`src/include/htc_pkg.sv`:
```
package htc_pkg;
	// register byte addresses on the apb slave
	localparam logic [7:0] ADDR_MSTATUS_LO = 8'h00;
	localparam logic [7:0] ADDR_MSTATUS_HI = 8'h04;
	localparam logic [7:0] ADDR_MIE_LO = 8'h08;
	localparam logic [7:0] ADDR_MIE_HI = 8'h0c;
	localparam logic [7:0] ADDR_MIP_LO = 8'h10;
	localparam logic [7:0] ADDR_MIP_HI = 8'h14;
	localparam logic [7:0] ADDR_MCAUSE_LO = 8'h18;
	localparam logic [7:0] ADDR_MCAUSE_HI = 8'h1c;
	localparam logic [7:0] ADDR_MTVEC_LO = 8'h20;
	localparam logic [7:0] ADDR_MTVEC_HI = 8'h24;
	localparam logic [7:0] ADDR_MIDELEG_LO = 8'h28;
	localparam logic [7:0] ADDR_MIDELEG_HI = 8'h2c;
	localparam logic [7:0] ADDR_MEDELEG_LO = 8'h30;
	localparam logic [7:0] ADDR_MEDELEG_HI = 8'h34;
	localparam logic [7:0] ADDR_SSTATUS_LO = 8'h38;
	localparam logic [7:0] ADDR_SSTATUS_HI = 8'h3c;
	localparam logic [7:0] ADDR_SCAUSE_LO = 8'h40;
	localparam logic [7:0] ADDR_SCAUSE_HI = 8'h44;
	localparam logic [7:0] ADDR_SEPC_LO = 8'h48;
	localparam logic [7:0] ADDR_SEPC_HI = 8'h4c;
	localparam logic [7:0] ADDR_MEPC_LO = 8'h50;
	localparam logic [7:0] ADDR_MEPC_HI = 8'h54;
	localparam logic [7:0] ADDR_STVEC_LO = 8'h58;
	localparam logic [7:0] ADDR_STVEC_HI = 8'h5c;
	localparam logic [7:0] ADDR_PRIV = 8'h60;
	// status field positions
	localparam int ST_SIE = 1;
	localparam int ST_MIE = 3;
	localparam int ST_SUPERVISOR_SAVED_IRQ_ON = 5;
	localparam int ST_MACHINE_SAVED_IRQ_ON = 7;
	localparam int ST_SPP = 8;
	localparam int ST_MPP_LO = 11;
	localparam int ST_MPP_HI = 12;
	// enable / pending positions
	localparam int IRQ_SS = 1;
	localparam int IRQ_MS = 3;
	localparam int IRQ_ST = 5;
	localparam int IRQ_MT = 7;
	localparam int IRQ_SE = 9;
	localparam int IRQ_ME = 11;
	localparam int LOCAL_BASE = 16;
	localparam int LOCAL_NUM = 48;
	localparam int CAUSE_IRQ_BIT = 63;
	// writable masks
	localparam logic [63:0] MSTATUS_MASK = 64'h0000_0000_0000_19aa;
	localparam logic [63:0] SSTATUS_MASK = 64'h0000_0000_0000_0122;
	localparam logic [63:0] MIE_MASK = 64'hffff_ffff_ffff_0aaa;
	localparam logic [63:0] MIP_SW_MASK = 64'h0000_0000_0000_0222;
	localparam logic [63:0] MIDELEG_MASK = 64'h0000_0000_0000_0222;
	localparam logic [63:0] MEDELEG_MASK = 64'h0000_0000_0000_b3ff;
	localparam logic [15:0] EXC_LEGAL = 16'hbbff;
	localparam logic [1:0] MODE_DIRECT = 2'h0;
	localparam logic [1:0] MODE_VECTORED = 2'h1;
	// reset values
	localparam logic [63:0] RST_ZERO = 64'h0;
	localparam logic [1:0] PRIV_U = 2'h0;
	localparam logic [1:0] PRIV_S = 2'h1;
	localparam logic [1:0] PRIV_M = 2'h3;
	localparam logic [1:0] RST_PRIV = 2'h3;

	typedef struct packed {
		logic psel;
		logic penable;
		logic pwrite;
		logic [7:0] paddr;
		logic [31:0] pwdata;
	} htc_apb_req_s;

	typedef struct packed {
		logic exc_valid;
		logic [3:0] exc_code;
		logic ret_valid;
		logic [63:0] pc;
	} htc_core_req_s;

	typedef struct packed {
		logic redirect;
		logic [63:0] target;
		logic [1:0] priv;
	} htc_core_rsp_s;
endpackage

```
`src/design/htc_trap_unit.sv`:
```
`timescale 1ns/100ps
// Summary of operation
// - status holds sie 1, mie 3, saved enables 5/7, spp 8, mpp 12:11
// - enable register holds soft 1/3, timer 5/7, external 9/11 enables
// - local interrupt n enable sits at bit 16+n, up to bit 63
// - machine pending 3/7/11 read-only; supervisor pending 1/5/9 writable
// - local pending bits 16..63 are read-only copies of the lines
// - every machine trap writes cause; bit 63 marks interrupts
// - interrupt cause code equals the pending bit position of source
// - exception codes 0..9, 11, 12, 13, 15 are the legal set
// - vector mode field in bits 1:0; 0 direct, 1 vectored, rest reserved
// - direct mode jumps every trap to the vector base
// - vectored mode jumps interrupts to base plus four times cause
// - machine external interrupt reports cause 11
// - interrupt delegation implements only bits 1, 5 and 9
// - exception delegation implements codes 0..9, 12, 13, 15 only
// - delegated trap copies cause and pc to supervisor, jumps to stvec
// - local interrupts are never delegated
// - machine software may write supervisor pending bits directly
// - supervisor status is a masked view sharing machine status bits
// - interrupt entry saves enable, clears it, saves pc and privilege
// - trap return restores privilege, enable and pc
// - priority: local 47..0, m ext, m soft, m timer, s ext, s soft, s timer
module htc_trap_unit
	import htc_pkg::*;
(
	input wire logic mclk,
	input wire logic rst,
	input wire htc_apb_req_s apb_req,
	output logic pready,
	output logic pslverr,
	output logic [31:0] prdata,
	input wire logic [47:0] local_irq,
	input wire logic machine_soft_irq_flag,
	input wire logic machine_timer_irq_flag,
	input wire logic machine_external_irq_flag,
	input wire htc_core_req_s core_req,
	output htc_core_rsp_s core_rsp,
	output logic [1:0] irq_taken
);
	logic [63:0] mstatus_q, mie_q, mip_sw, mcause_q, mtvec_q;
	logic [63:0] mideleg_q, medeleg_q, mepc_q, scause_q, sepc_q, stvec_q;
	logic [1:0] priv_q;
	logic [47:0] loc_s1, loc_s2;
	logic [2:0] mx_s1, mx_s2;

	// pin lines pass two flops before use
	always_ff @(posedge mclk or posedge rst)
	begin
		if (rst)
		begin
			loc_s1 <= '0;
			loc_s2 <= '0;
			mx_s1 <= '0;
			mx_s2 <= '0;
		end
		else
		begin
			loc_s1 <= local_irq;
			loc_s2 <= loc_s1;
			mx_s1 <= {machine_external_irq_flag, machine_timer_irq_flag,
				machine_soft_irq_flag};
			mx_s2 <= mx_s1;
		end
	end

	// pending view: hardware bits read-only
	wire [63:0] mip_view = {loc_s2, 4'h0, mx_s2[2], 3'h0, mx_s2[1], 3'h0,
		mx_s2[0], 3'h0} | mip_sw;
	wire [63:0] active = mip_view & mie_q;

	wire m_glob_on = mstatus_q[ST_MIE] | (priv_q != PRIV_M);
	wire s_glob_on = (priv_q == PRIV_U) |
		((priv_q == PRIV_S) & mstatus_q[ST_SIE]);
	// local bits never in mideleg mask, so always machine level
	wire [63:0] m_act = active & ~mideleg_q & {64{m_glob_on}};
	wire [63:0] s_act = active & mideleg_q & {64{s_glob_on}} &
		{64{priv_q != PRIV_M}};

	// fixed priority pick, returns cause code and hit
	function automatic logic [6:0] pick(input logic [63:0] m,
		input logic [63:0] s);
		logic [6:0] r;
		r = '0;
		if (s[IRQ_ST])
			r = {1'b1, 6'(IRQ_ST)};
		if (s[IRQ_SS])
			r = {1'b1, 6'(IRQ_SS)};
		if (s[IRQ_SE])
			r = {1'b1, 6'(IRQ_SE)};
		if (m[IRQ_MT])
			r = {1'b1, 6'(IRQ_MT)};
		if (m[IRQ_MS])
			r = {1'b1, 6'(IRQ_MS)};
		if (m[IRQ_ME])
			r = {1'b1, 6'(IRQ_ME)};
		for (int i = LOCAL_BASE; i < 64; i++)
			if (m[i])
				r = {1'b1, 6'(i)};
		return r;
	endfunction

	wire [6:0] sel = pick(m_act, s_act);
	wire irq_hit = sel[6];
	wire [5:0] irq_code = sel[5:0];
	wire irq_deleg = irq_hit & mideleg_q[irq_code];
	wire exc_legal = EXC_LEGAL[core_req.exc_code];
	wire exc_take = core_req.exc_valid & exc_legal;
	wire trap = irq_hit | exc_take;
	wire is_irq = irq_hit;
	wire [5:0] code = is_irq ? irq_code : {2'h0, core_req.exc_code};
	wire deleg = is_irq ? irq_deleg :
		(medeleg_q[code] & (priv_q != PRIV_M));
	wire [63:0] cause_val = {is_irq, 57'h0, code};
	wire [63:0] tvec = deleg ? stvec_q : mtvec_q;
	wire [63:0] tbase = {tvec[63:2], 2'h0};
	wire [63:0] vec_off = {56'h0, code, 2'h0};
	wire [63:0] trap_pc = (is_irq && tvec[1:0] == MODE_VECTORED) ?
		tbase + vec_off : tbase;

	// apb decode
	wire acc = apb_req.psel & apb_req.penable;
	wire wr = acc & apb_req.pwrite;
	wire [7:0] a = apb_req.paddr;
	wire [31:0] wd = apb_req.pwdata;
	wire hi = a[2];
	function automatic logic [63:0] merge(input logic [63:0] old,
		input logic [31:0] d, input logic h, input logic [63:0] msk);
		logic [63:0] n;
		n = h ? {d, old[31:0]} : {old[63:32], d};
		return (old & ~msk) | (n & msk);
	endfunction
	wire hit_mst = a[7:3] == ADDR_MSTATUS_LO[7:3];
	wire hit_sst = a[7:3] == ADDR_SSTATUS_LO[7:3];
	wire [63:0] st_wr = hit_sst ? merge(mstatus_q, wd, hi, SSTATUS_MASK) :
		merge(mstatus_q, wd, hi, MSTATUS_MASK);

	logic [63:0] rd64;
	logic mapped;
	always_comb
	begin
		rd64 = '0;
		mapped = 1'b1;
		unique case (a[7:3])
			ADDR_MSTATUS_LO[7:3]: rd64 = mstatus_q;
			ADDR_MIE_LO[7:3]: rd64 = mie_q;
			ADDR_MIP_LO[7:3]: rd64 = mip_view;
			ADDR_MCAUSE_LO[7:3]: rd64 = mcause_q;
			ADDR_MTVEC_LO[7:3]: rd64 = mtvec_q;
			ADDR_MIDELEG_LO[7:3]: rd64 = mideleg_q;
			ADDR_MEDELEG_LO[7:3]: rd64 = medeleg_q;
			ADDR_SSTATUS_LO[7:3]: rd64 = mstatus_q & SSTATUS_MASK;
			ADDR_SCAUSE_LO[7:3]: rd64 = scause_q;
			ADDR_SEPC_LO[7:3]: rd64 = sepc_q;
			ADDR_MEPC_LO[7:3]: rd64 = mepc_q;
			ADDR_STVEC_LO[7:3]: rd64 = stvec_q;
			ADDR_PRIV[7:3]: rd64 = {62'h0, priv_q};
			default: mapped = 1'b0;
		endcase
	end

	// bus writes act only when no trap or return updates the same cycle
	always_ff @(posedge mclk or posedge rst)
	begin
		if (rst)
		begin
			mstatus_q <= RST_ZERO;
			mie_q <= RST_ZERO;
			mip_sw <= RST_ZERO;
			mcause_q <= RST_ZERO;
			mtvec_q <= RST_ZERO;
			mideleg_q <= RST_ZERO;
			medeleg_q <= RST_ZERO;
			mepc_q <= RST_ZERO;
			scause_q <= RST_ZERO;
			sepc_q <= RST_ZERO;
			stvec_q <= RST_ZERO;
			priv_q <= RST_PRIV;
		end
		else if (trap && deleg)
		begin
			scause_q <= cause_val;
			sepc_q <= core_req.pc;
			mstatus_q[ST_SUPERVISOR_SAVED_IRQ_ON] <= mstatus_q[ST_SIE];
			mstatus_q[ST_SIE] <= 1'b0;
			mstatus_q[ST_SPP] <= priv_q[0];
			priv_q <= PRIV_S;
		end
		else if (trap)
		begin
			mcause_q <= cause_val;
			mepc_q <= core_req.pc;
			mstatus_q[ST_MACHINE_SAVED_IRQ_ON] <= mstatus_q[ST_MIE];
			mstatus_q[ST_MIE] <= 1'b0;
			mstatus_q[ST_MPP_HI:ST_MPP_LO] <= priv_q;
			priv_q <= PRIV_M;
		end
		else if (core_req.ret_valid)
		begin
			priv_q <= mstatus_q[ST_MPP_HI:ST_MPP_LO];
			mstatus_q[ST_MIE] <= mstatus_q[ST_MACHINE_SAVED_IRQ_ON];
			mstatus_q[ST_MACHINE_SAVED_IRQ_ON] <= 1'b1;
			mstatus_q[ST_MPP_HI:ST_MPP_LO] <= PRIV_U;
		end
		else if (wr)
		begin
			if (hit_mst || hit_sst)
				mstatus_q <= st_wr;
			if (a[7:3] == ADDR_MIE_LO[7:3])
				mie_q <= merge(mie_q, wd, hi, MIE_MASK);
			if (a[7:3] == ADDR_MIP_LO[7:3])
				mip_sw <= merge(mip_sw, wd, hi, MIP_SW_MASK);
			if (a[7:3] == ADDR_MCAUSE_LO[7:3])
				mcause_q <= merge(mcause_q, wd, hi, '1);
			if (a[7:3] == ADDR_MTVEC_LO[7:3])
				mtvec_q <= merge(mtvec_q, wd, hi, '1);
			if (a[7:3] == ADDR_MIDELEG_LO[7:3])
				mideleg_q <= merge(mideleg_q, wd, hi, MIDELEG_MASK);
			if (a[7:3] == ADDR_MEDELEG_LO[7:3])
				medeleg_q <= merge(medeleg_q, wd, hi, MEDELEG_MASK);
			if (a[7:3] == ADDR_SCAUSE_LO[7:3])
				scause_q <= merge(scause_q, wd, hi, '1);
			if (a[7:3] == ADDR_SEPC_LO[7:3])
				sepc_q <= merge(sepc_q, wd, hi, '1);
			if (a[7:3] == ADDR_MEPC_LO[7:3])
				mepc_q <= merge(mepc_q, wd, hi, '1);
			if (a[7:3] == ADDR_STVEC_LO[7:3])
				stvec_q <= merge(stvec_q, wd, hi, '1);
		end
	end

	// registered outputs; zero-wait apb, answer one cycle after setup
	always_ff @(posedge mclk or posedge rst)
	begin
		if (rst)
		begin
			pready <= 1'b0;
			pslverr <= 1'b0;
			prdata <= '0;
			core_rsp <= '0;
			irq_taken <= '0;
		end
		else
		begin
			pready <= apb_req.psel & ~apb_req.penable;
			pslverr <= apb_req.psel & ~apb_req.penable & ~mapped;
			prdata <= hi ? rd64[63:32] : rd64[31:0];
			core_rsp.redirect <= trap | core_req.ret_valid;
			core_rsp.target <= trap ? trap_pc : mepc_q;
			core_rsp.priv <= trap ? (deleg ? PRIV_S : PRIV_M) :
				(core_req.ret_valid ? mstatus_q[ST_MPP_HI:ST_MPP_LO] :
				priv_q);
			irq_taken <= {irq_hit & ~irq_deleg, irq_hit & irq_deleg};
		end
	end

	a_cause_irq_bit: assert property (@(posedge mclk) disable iff (rst)
		(irq_hit && !irq_deleg) |=> mcause_q[CAUSE_IRQ_BIT])
		else $error("cause interrupt bit not set");
	a_mie_cleared: assert property (@(posedge mclk) disable iff (rst)
		(trap && !deleg) |=> !mstatus_q[ST_MIE] && priv_q == PRIV_M)
		else $error("machine enable not cleared on trap");
	a_saved_enable: assert property (@(posedge mclk) disable iff (rst)
		(trap && !deleg) |=> mstatus_q[ST_MACHINE_SAVED_IRQ_ON] == $past(mstatus_q[ST_MIE]))
		else $error("saved enable wrong");
	a_ret_restore: assert property (@(posedge mclk) disable iff (rst)
		(core_req.ret_valid && !trap) |=>
		priv_q == $past(mstatus_q[ST_MPP_HI:ST_MPP_LO]) &&
		core_rsp.target == $past(mepc_q))
		else $error("return did not restore state");
	a_vector_target: assert property (@(posedge mclk) disable iff (rst)
		(irq_hit && !irq_deleg && mtvec_q[1:0] == MODE_VECTORED) |=>
		core_rsp.target == {$past(mtvec_q[63:2]), 2'h0} +
		{56'h0, $past(irq_code), 2'h0})
		else $error("vectored target wrong");
	a_direct_target: assert property (@(posedge mclk) disable iff (rst)
		(trap && !deleg && mtvec_q[1:0] == MODE_DIRECT) |=>
		core_rsp.target == {$past(mtvec_q[63:2]), 2'h0})
		else $error("direct target wrong");
	a_local_first: assert property (@(posedge mclk) disable iff (rst)
		(irq_hit && |m_act[63:16]) |-> irq_code >= 6'(LOCAL_BASE))
		else $error("local interrupt lost priority");
	a_local_no_deleg: assert property (@(posedge mclk) disable iff (rst)
		mideleg_q[63:10] == '0 && !mideleg_q[0])
		else $error("local delegation bit set");
	a_deleg_copy: assert property (@(posedge mclk) disable iff (rst)
		(trap && deleg) |=> scause_q == $past(cause_val) &&
		sepc_q == $past(core_req.pc) && priv_q == PRIV_S)
		else $error("delegated trap state wrong");
	a_gate_off: assert property (@(posedge mclk) disable iff (rst)
		(priv_q == PRIV_M && !mstatus_q[ST_MIE]) |-> !irq_hit)
		else $error("interrupt taken while disabled");
endmodule

```
`config.mk`:
```
export PLATFORM = sky130hd
export DESIGN_NAME = htc_trap_unit
export DESIGN_NICKNAME = d
export VERILOG_FILES = /design/src/include/htc_pkg.sv /design/src/design/htc_trap_unit.sv
export SDC_FILE = /design/constraint.sdc
export NUM_CORES = 2
export LEC_CHECK = 0
export BUFFER_PORTS_ARGS = -buffer_cell sky130_fd_sc_hd__clkbuf_2
export CAP_MARGIN = 25
export CORE_MARGIN = 4
export CORE_UTILIZATION = 50
export DETAILED_ROUTE_END_ITERATION = 8
export PLACE_DENSITY = 0.75
export SKIP_CTS_REPAIR_TIMING = 1
export SYNTH_ARGS = -nofsm -noshare
export SYNTH_HDL_FRONTEND = slang
export SYNTH_SLANG_ARGS = --single-unit
```
`constraint.sdc`:
```
create_clock -name mclk -period 31.6 [get_ports mclk]
set_input_delay 3.16 -clock mclk [delete_from_list [all_inputs] [get_ports mclk]]
set_output_delay 3.16 -clock mclk [all_outputs]
set_load 0.03 [all_outputs]
```
* After elaboration in Yosys (flattened, before gate mapping)
Memory sizes are Yosys's and may differ from the RTL's.
Index checks and enable logic that the tools add are counted.
** Cells by class
- Add/sub/neg operators :: 1
- Multiply operators :: 0
- Div/mod/pow operators :: 0
- Order comparisons :: 3
- Equality and inequality tests :: 20
- Shift operators :: 0
- Multiplexer cells :: 114
- Bitwise operators :: 35
- Reductions and logical operators :: 36
** Operator list (number)
- two-way mux 64 bit :: 24
- one-hot mux 64 bit (13 select lines) :: 1
- two-way mux 7 bit :: 54
- AND 64 bit :: 3
- bitwise OR 64 x 10 -> 64 bit :: 2
- AND reduction 5 bit :: 13
- adder 64 x 8 -> 64 bit :: 1
- NOT 64 bit :: 1
- bitwise OR 16 x 64 -> 64 bit :: 1
- bitwise OR 64 x 13 -> 64 bit :: 1
- bitwise OR 64 x 16 -> 64 bit :: 1
- bitwise OR 64 bit :: 1
- bitwise OR 64 x 9 -> 64 bit :: 1
- two-way mux 13 bit :: 3
- two-way mux 32 bit :: 1
- AND 10 bit :: 3
- equality test 5 x 4 -> 1 bit (second input constant) :: 5
- AND reduction 6 bit :: 4
- two-way mux 2 bit :: 11
- equality test 5 x 3 -> 1 bit (second input constant) :: 4
- two-way mux 10 bit :: 2
- nonzero test 2 bit :: 9
- two-way mux 16 bit :: 1
- < comparator 6 x 7 -> 1 bit (second input constant) :: 2
- 20 further kinds :: 60
** Word-level totals
- Register bits :: 911
- Latch bits :: 0
- RAM bits :: 0
- Memory bits (read-only) :: 16
- Input port bits :: 166
- Output and inout bits :: 103
- Logic and storage cells :: 241
- Memories kept :: 1
** Memories
- (no name shown) :: depth 16, width 1, read ports 1, clocked after Yosys merged registers in 0, wr ports 0, line htc_trap_unit.sv:107 : wire exc_legal = EXC_LEGAL[core_req.exc_code];

* Longest topological paths before layout
- Depth in word-level cells :: 69
- Mapped depth :: 31
- Mapped depth without buffers :: 26

* Worst setup path after synthesis
Ideal clock, no wire load.
- Path type :: input to register
- From :: input port core_req[65] in the netlist's numbering
- To :: register core_rsp[52] in the netlist's numbering
- Library setup time :: 0.069 ns
- Arrival time :: 7.642 ns
- Data required time :: 31.531 ns
- Path slack :: 23.889 ns
- Stages on the path :: 22
- Buffers on the path :: 2
- Cells stage by stage :: and3_1 a21oi_2 nand2_1 mux2_2 a311o_1 o21bai_1 buf_2 buf_2 mux2_2 ha_1 inv_1 fa_1 nor2b_1 o21ai_0 a21boi_0 o21a_1 o2111a_1 mux2i_1 or3_1 mux2i_1 or4b_1 nand3_1
** On the way
- Cells in the longest elaborated chain, start to end :: 10
- Elaborated cells on any way between the ends :: 15
- Classes of those cells :: add/sub: 1; eq/ne: 1; mux: 8; bitwise: 3; reduce/logical: 1; memory: 1
** Ends and longest elaborated chain
- start, declared :: line htc_trap_unit.sv:37 : input wire htc_core_req_s core_req,
- branches (longest 9 deep; another with adder 64 x 8 -> 64 bit)
- two-way mux 64 bit * :: line htc_trap_unit.sv:249 : core_rsp.target <= trap ? trap_pc : mepc_q;
- end, declared :: line htc_trap_unit.sv:38 : output htc_core_rsp_s core_rsp,
Every way passes the cells marked *. The select of a mux whose other input is x is not followed.
A chain may end at the register's enable or synchronous reset.

* Worst setup path after layout
- From :: input port core_req[65] in the netlist's numbering
- To :: register core_rsp[64] in the netlist's numbering
The elaborated chain is that of the path after synthesis.

==> impl_results.md <==
- Post-route ant nets: 0
- Worst-Skew Late Latency: between 0.6 and 0.7 ns
- PnR worst setup slack: 22.13 ns
- Syn avg cell area: slightly above 10 sq um
- Number of global-route vias before repair: between 20000 and 30000
- Met2 WL: ~55 mm
- Max Used Layer: met5
- Yosys reg bits: ~670
- Crit-path max FO: roughly 110
- CTS Buffer Depth: 3
- Vias: 29966
- Post-Syn Area: 0.0338 sq mm
- WL per Instance: roughly 30 microns
- Initial Utilization: 0.509
- Gp weighted congestion: around 1
- Pre-CTS setup slack: approximately 22 ns
- Detailed-route vias per instance: between 6 and 7
- Die area: ~0.07 sq mm
- Fin nets: ~3700
- Root buffer cell: clkbuf_16
- Clock sinks: ~670
- WS Path Type: in -> reg
- Post-DP Area: between 0.03 and 0.04 sq mm
- Total track usage: 0.362
- Antenna violations before repair: 10
- Max Fclk: around 110 MHz
- 1st-iter DRT viols: between 5000 and 6000
- Post-synthesis cell count: between 3000 and 4000
- HPWL after DPL: slightly above 90 mm
- Worst setup EP type: register
- Core ar.: 0.0663 sq mm
- Met1 Wirelength: 50.6 mm
- Tightest Pin Transition: ~1.2 ns
- Reg-to-Reg Start: priv_q[1]$_DFF_PP1_
- HP Class: reg -> reg
- Most frequent cells in the layout: dfrtp_1 (669), nand2_1 (491), clkbuf_2 (263)
- Min-delay src: loc_s1[3]$_DFF_PP0_
- Die W: between 200 and 300 microns
- Largest net degree at the start of global routing: 185
- Synth cell types: 89
- Rel. slew slack: 0.186
- Setup violators final: 0
- Worst Setup SP: core_req[65]
- First-pass GRT wire length: ~190 mm
- Multi-input logic area: around 0.016 sq mm
- Synth Flop Type: dfrtp_1
- Sequential cell area: approximately 0.017 sq mm
- Clock transition at path regs: around 0.06 ns
- Area leader, netlist: dfrtp_1
- Design Area, Final: between 0.03 and 0.04 sq mm
- Core Rows: 94
- Critical path arrival: approximately 9.9 ns
- Largest cells by area after synthesis: dfrtp_1 (50%), mux2_2 (8.6%), nand2_1 (5.5%)
- Yosys top cell area share: 0.496
- Io pins: between 200 and 300
- Number of port buffers: 266
- Fill count: about 5700
- Worst Path Required: 32.06 ns
- Die Height: between 200 and 300 microns
- Outcome: finished clean
- Clk_skew: ~0.037 ns
- Depth of the CTS H-tree: 3
- Period utilisation layout: 0.300
- Hold Worst Slack: ~0.34 ns
- Sum Neg Setup Slack: 0 ns
- CTS Buf Count: 72
- Final min period: around 9.5 ns
- Leak: around 0.017 uW
- Number of warnings issued by yosys: 0
- DR WL met3: 21.6 mm
- Pwr per Cell Area: 71.4 mW/mm^2
- Number of flops mapped to enable cells by yosys: 0
- Unrepaired setup endpoints after global routing: false
- Max Transition Viols Final: 0
- Max_cap viols: 0
- Total nets after synthesis: roughly 3500
- Max VDD drop: 55.0 uV
- Final core occ: 0.576
- Area Overhead vs Synth: 13.2%
- Post-route DRC: 0
- DRT Wirelength: about 130 mm
- Pre-Repair DR Iteration Count: 9
- Async S/R FF share, synth: 1.00
- Worst setup SP type: primary input
- Remaining global-route overflow: 0
- Most common cell after layout, fill and taps aside: dfrtp_1
- CTS tree: built
- Final Hold Fails: 0
- Share of layout cells above drive strength 1: 0.213
- Post-synthesis sequential area ratio: 0.498
state kept, by name (all words and copies together), names as in the netlist, 32 cells and up:
signal / flops
sepc_q: 64
scause_q: 64
loc_s1: 48
mie_q: 54
stvec_q: 64
mtvec_q: 64
loc_s2: 48
mcause_q: 64
mepc_q: 64
core_rsp: 67
prdata: 32
Yosys cell counts, types with 27 or more instances:
cell type,number
a21oi_1,216
nor3_1,45
mux2_2,258
o211ai_1,27
mux2i_1,183
nand3_1,94
nor2_1,126
nand4_1,34
o22ai_1,36
a22oi_1,109
dfrtp_1,669
xnor2_1,45
inv_1,35
o21ai_0,245
clkbuf_1,209
a22o_1,51
nand2b_1,35
nand2_1,492
a221oi_1,46
worst max-delay path, cell delays in order:
cell and delay (ns):
clkbuf_2 0.10, and3_1 0.15, a21oi_2 0.30, nand2_1 0.32, mux2_2 0.37, a311o_1 0.41, o21bai_4 0.59, buf_12 0.45
mux2_2 0.44, ha_1 0.34, nor2b_1 0.14, o21ai_0 0.17, a21boi_0 0.13, o21a_1 0.21, o2111a_1 0.33, mux2i_1 0.54
buf_4 0.35, or3_1 0.26, nor3_1 0.08, mux2i_1 0.43, nor4_1 0.09, nor3_1 0.51
area by class of cell:
class,instances,share of cell area
clock inverter,20,0.00554
timing repair buffer,327,0.0500
multi-input combinational,2379,0.416
antenna,5,0.000328
sequential,671,0.440
inverter,36,0.00386
tap,864,0.0283
clock buffer,105,0.0562
layer usage:
layer / GRT usage / up-vias
met5: 0 / -
met4: 0.145 / 10
met1: 0.496 / 14690
li1: - / 12450
met2: 0.508 / 2403
met3: 0.156 / 413
worst paths after layout:
path                                          end  slack [ns]  cells after the start
max                        core_rsp[64]$_DFF_PP0_       22.13                     22
min                           loc_s2[3]$_DFF_PP0_        0.34                      0
max reg2reg                core_rsp[64]$_DFF_PP0_       22.53                     25
min reg2reg                   loc_s2[3]$_DFF_PP0_        0.34                      0
max in group asynchronous  core_rsp[38]$_DFF_PP0_       26.96                      5
min in group asynchronous     loc_s2[9]$_DFF_PP0_        2.66                      2
cells by family after synthesis:
family          Yosys count  share of synthesized area
mux                     446                      0.142
simple gates            948                      0.127
xor+xnor                 66                     0.0171
fa+ha+maj                 7                    0.00282
flops                   671                      0.498
buf+inv                 305                     0.0364
compound gates          912                      0.176
stage by stage:
step	total power, uW	std cells
after floorplan	1570	3355
after CTS	2700	4397
after detailed placement	1850	4272
after global placement	1830	4271
after global routing	2820	4404
final	2730	4407
report_power, final:
part	switching, uW	total (uW)	internal [uW]
Combinational	529	747	218
Clock	365	854	489
Sequential	120	1130	1010
Total	1010	2730	1720
No activity file was read; power rests on OpenSTA's default activity.
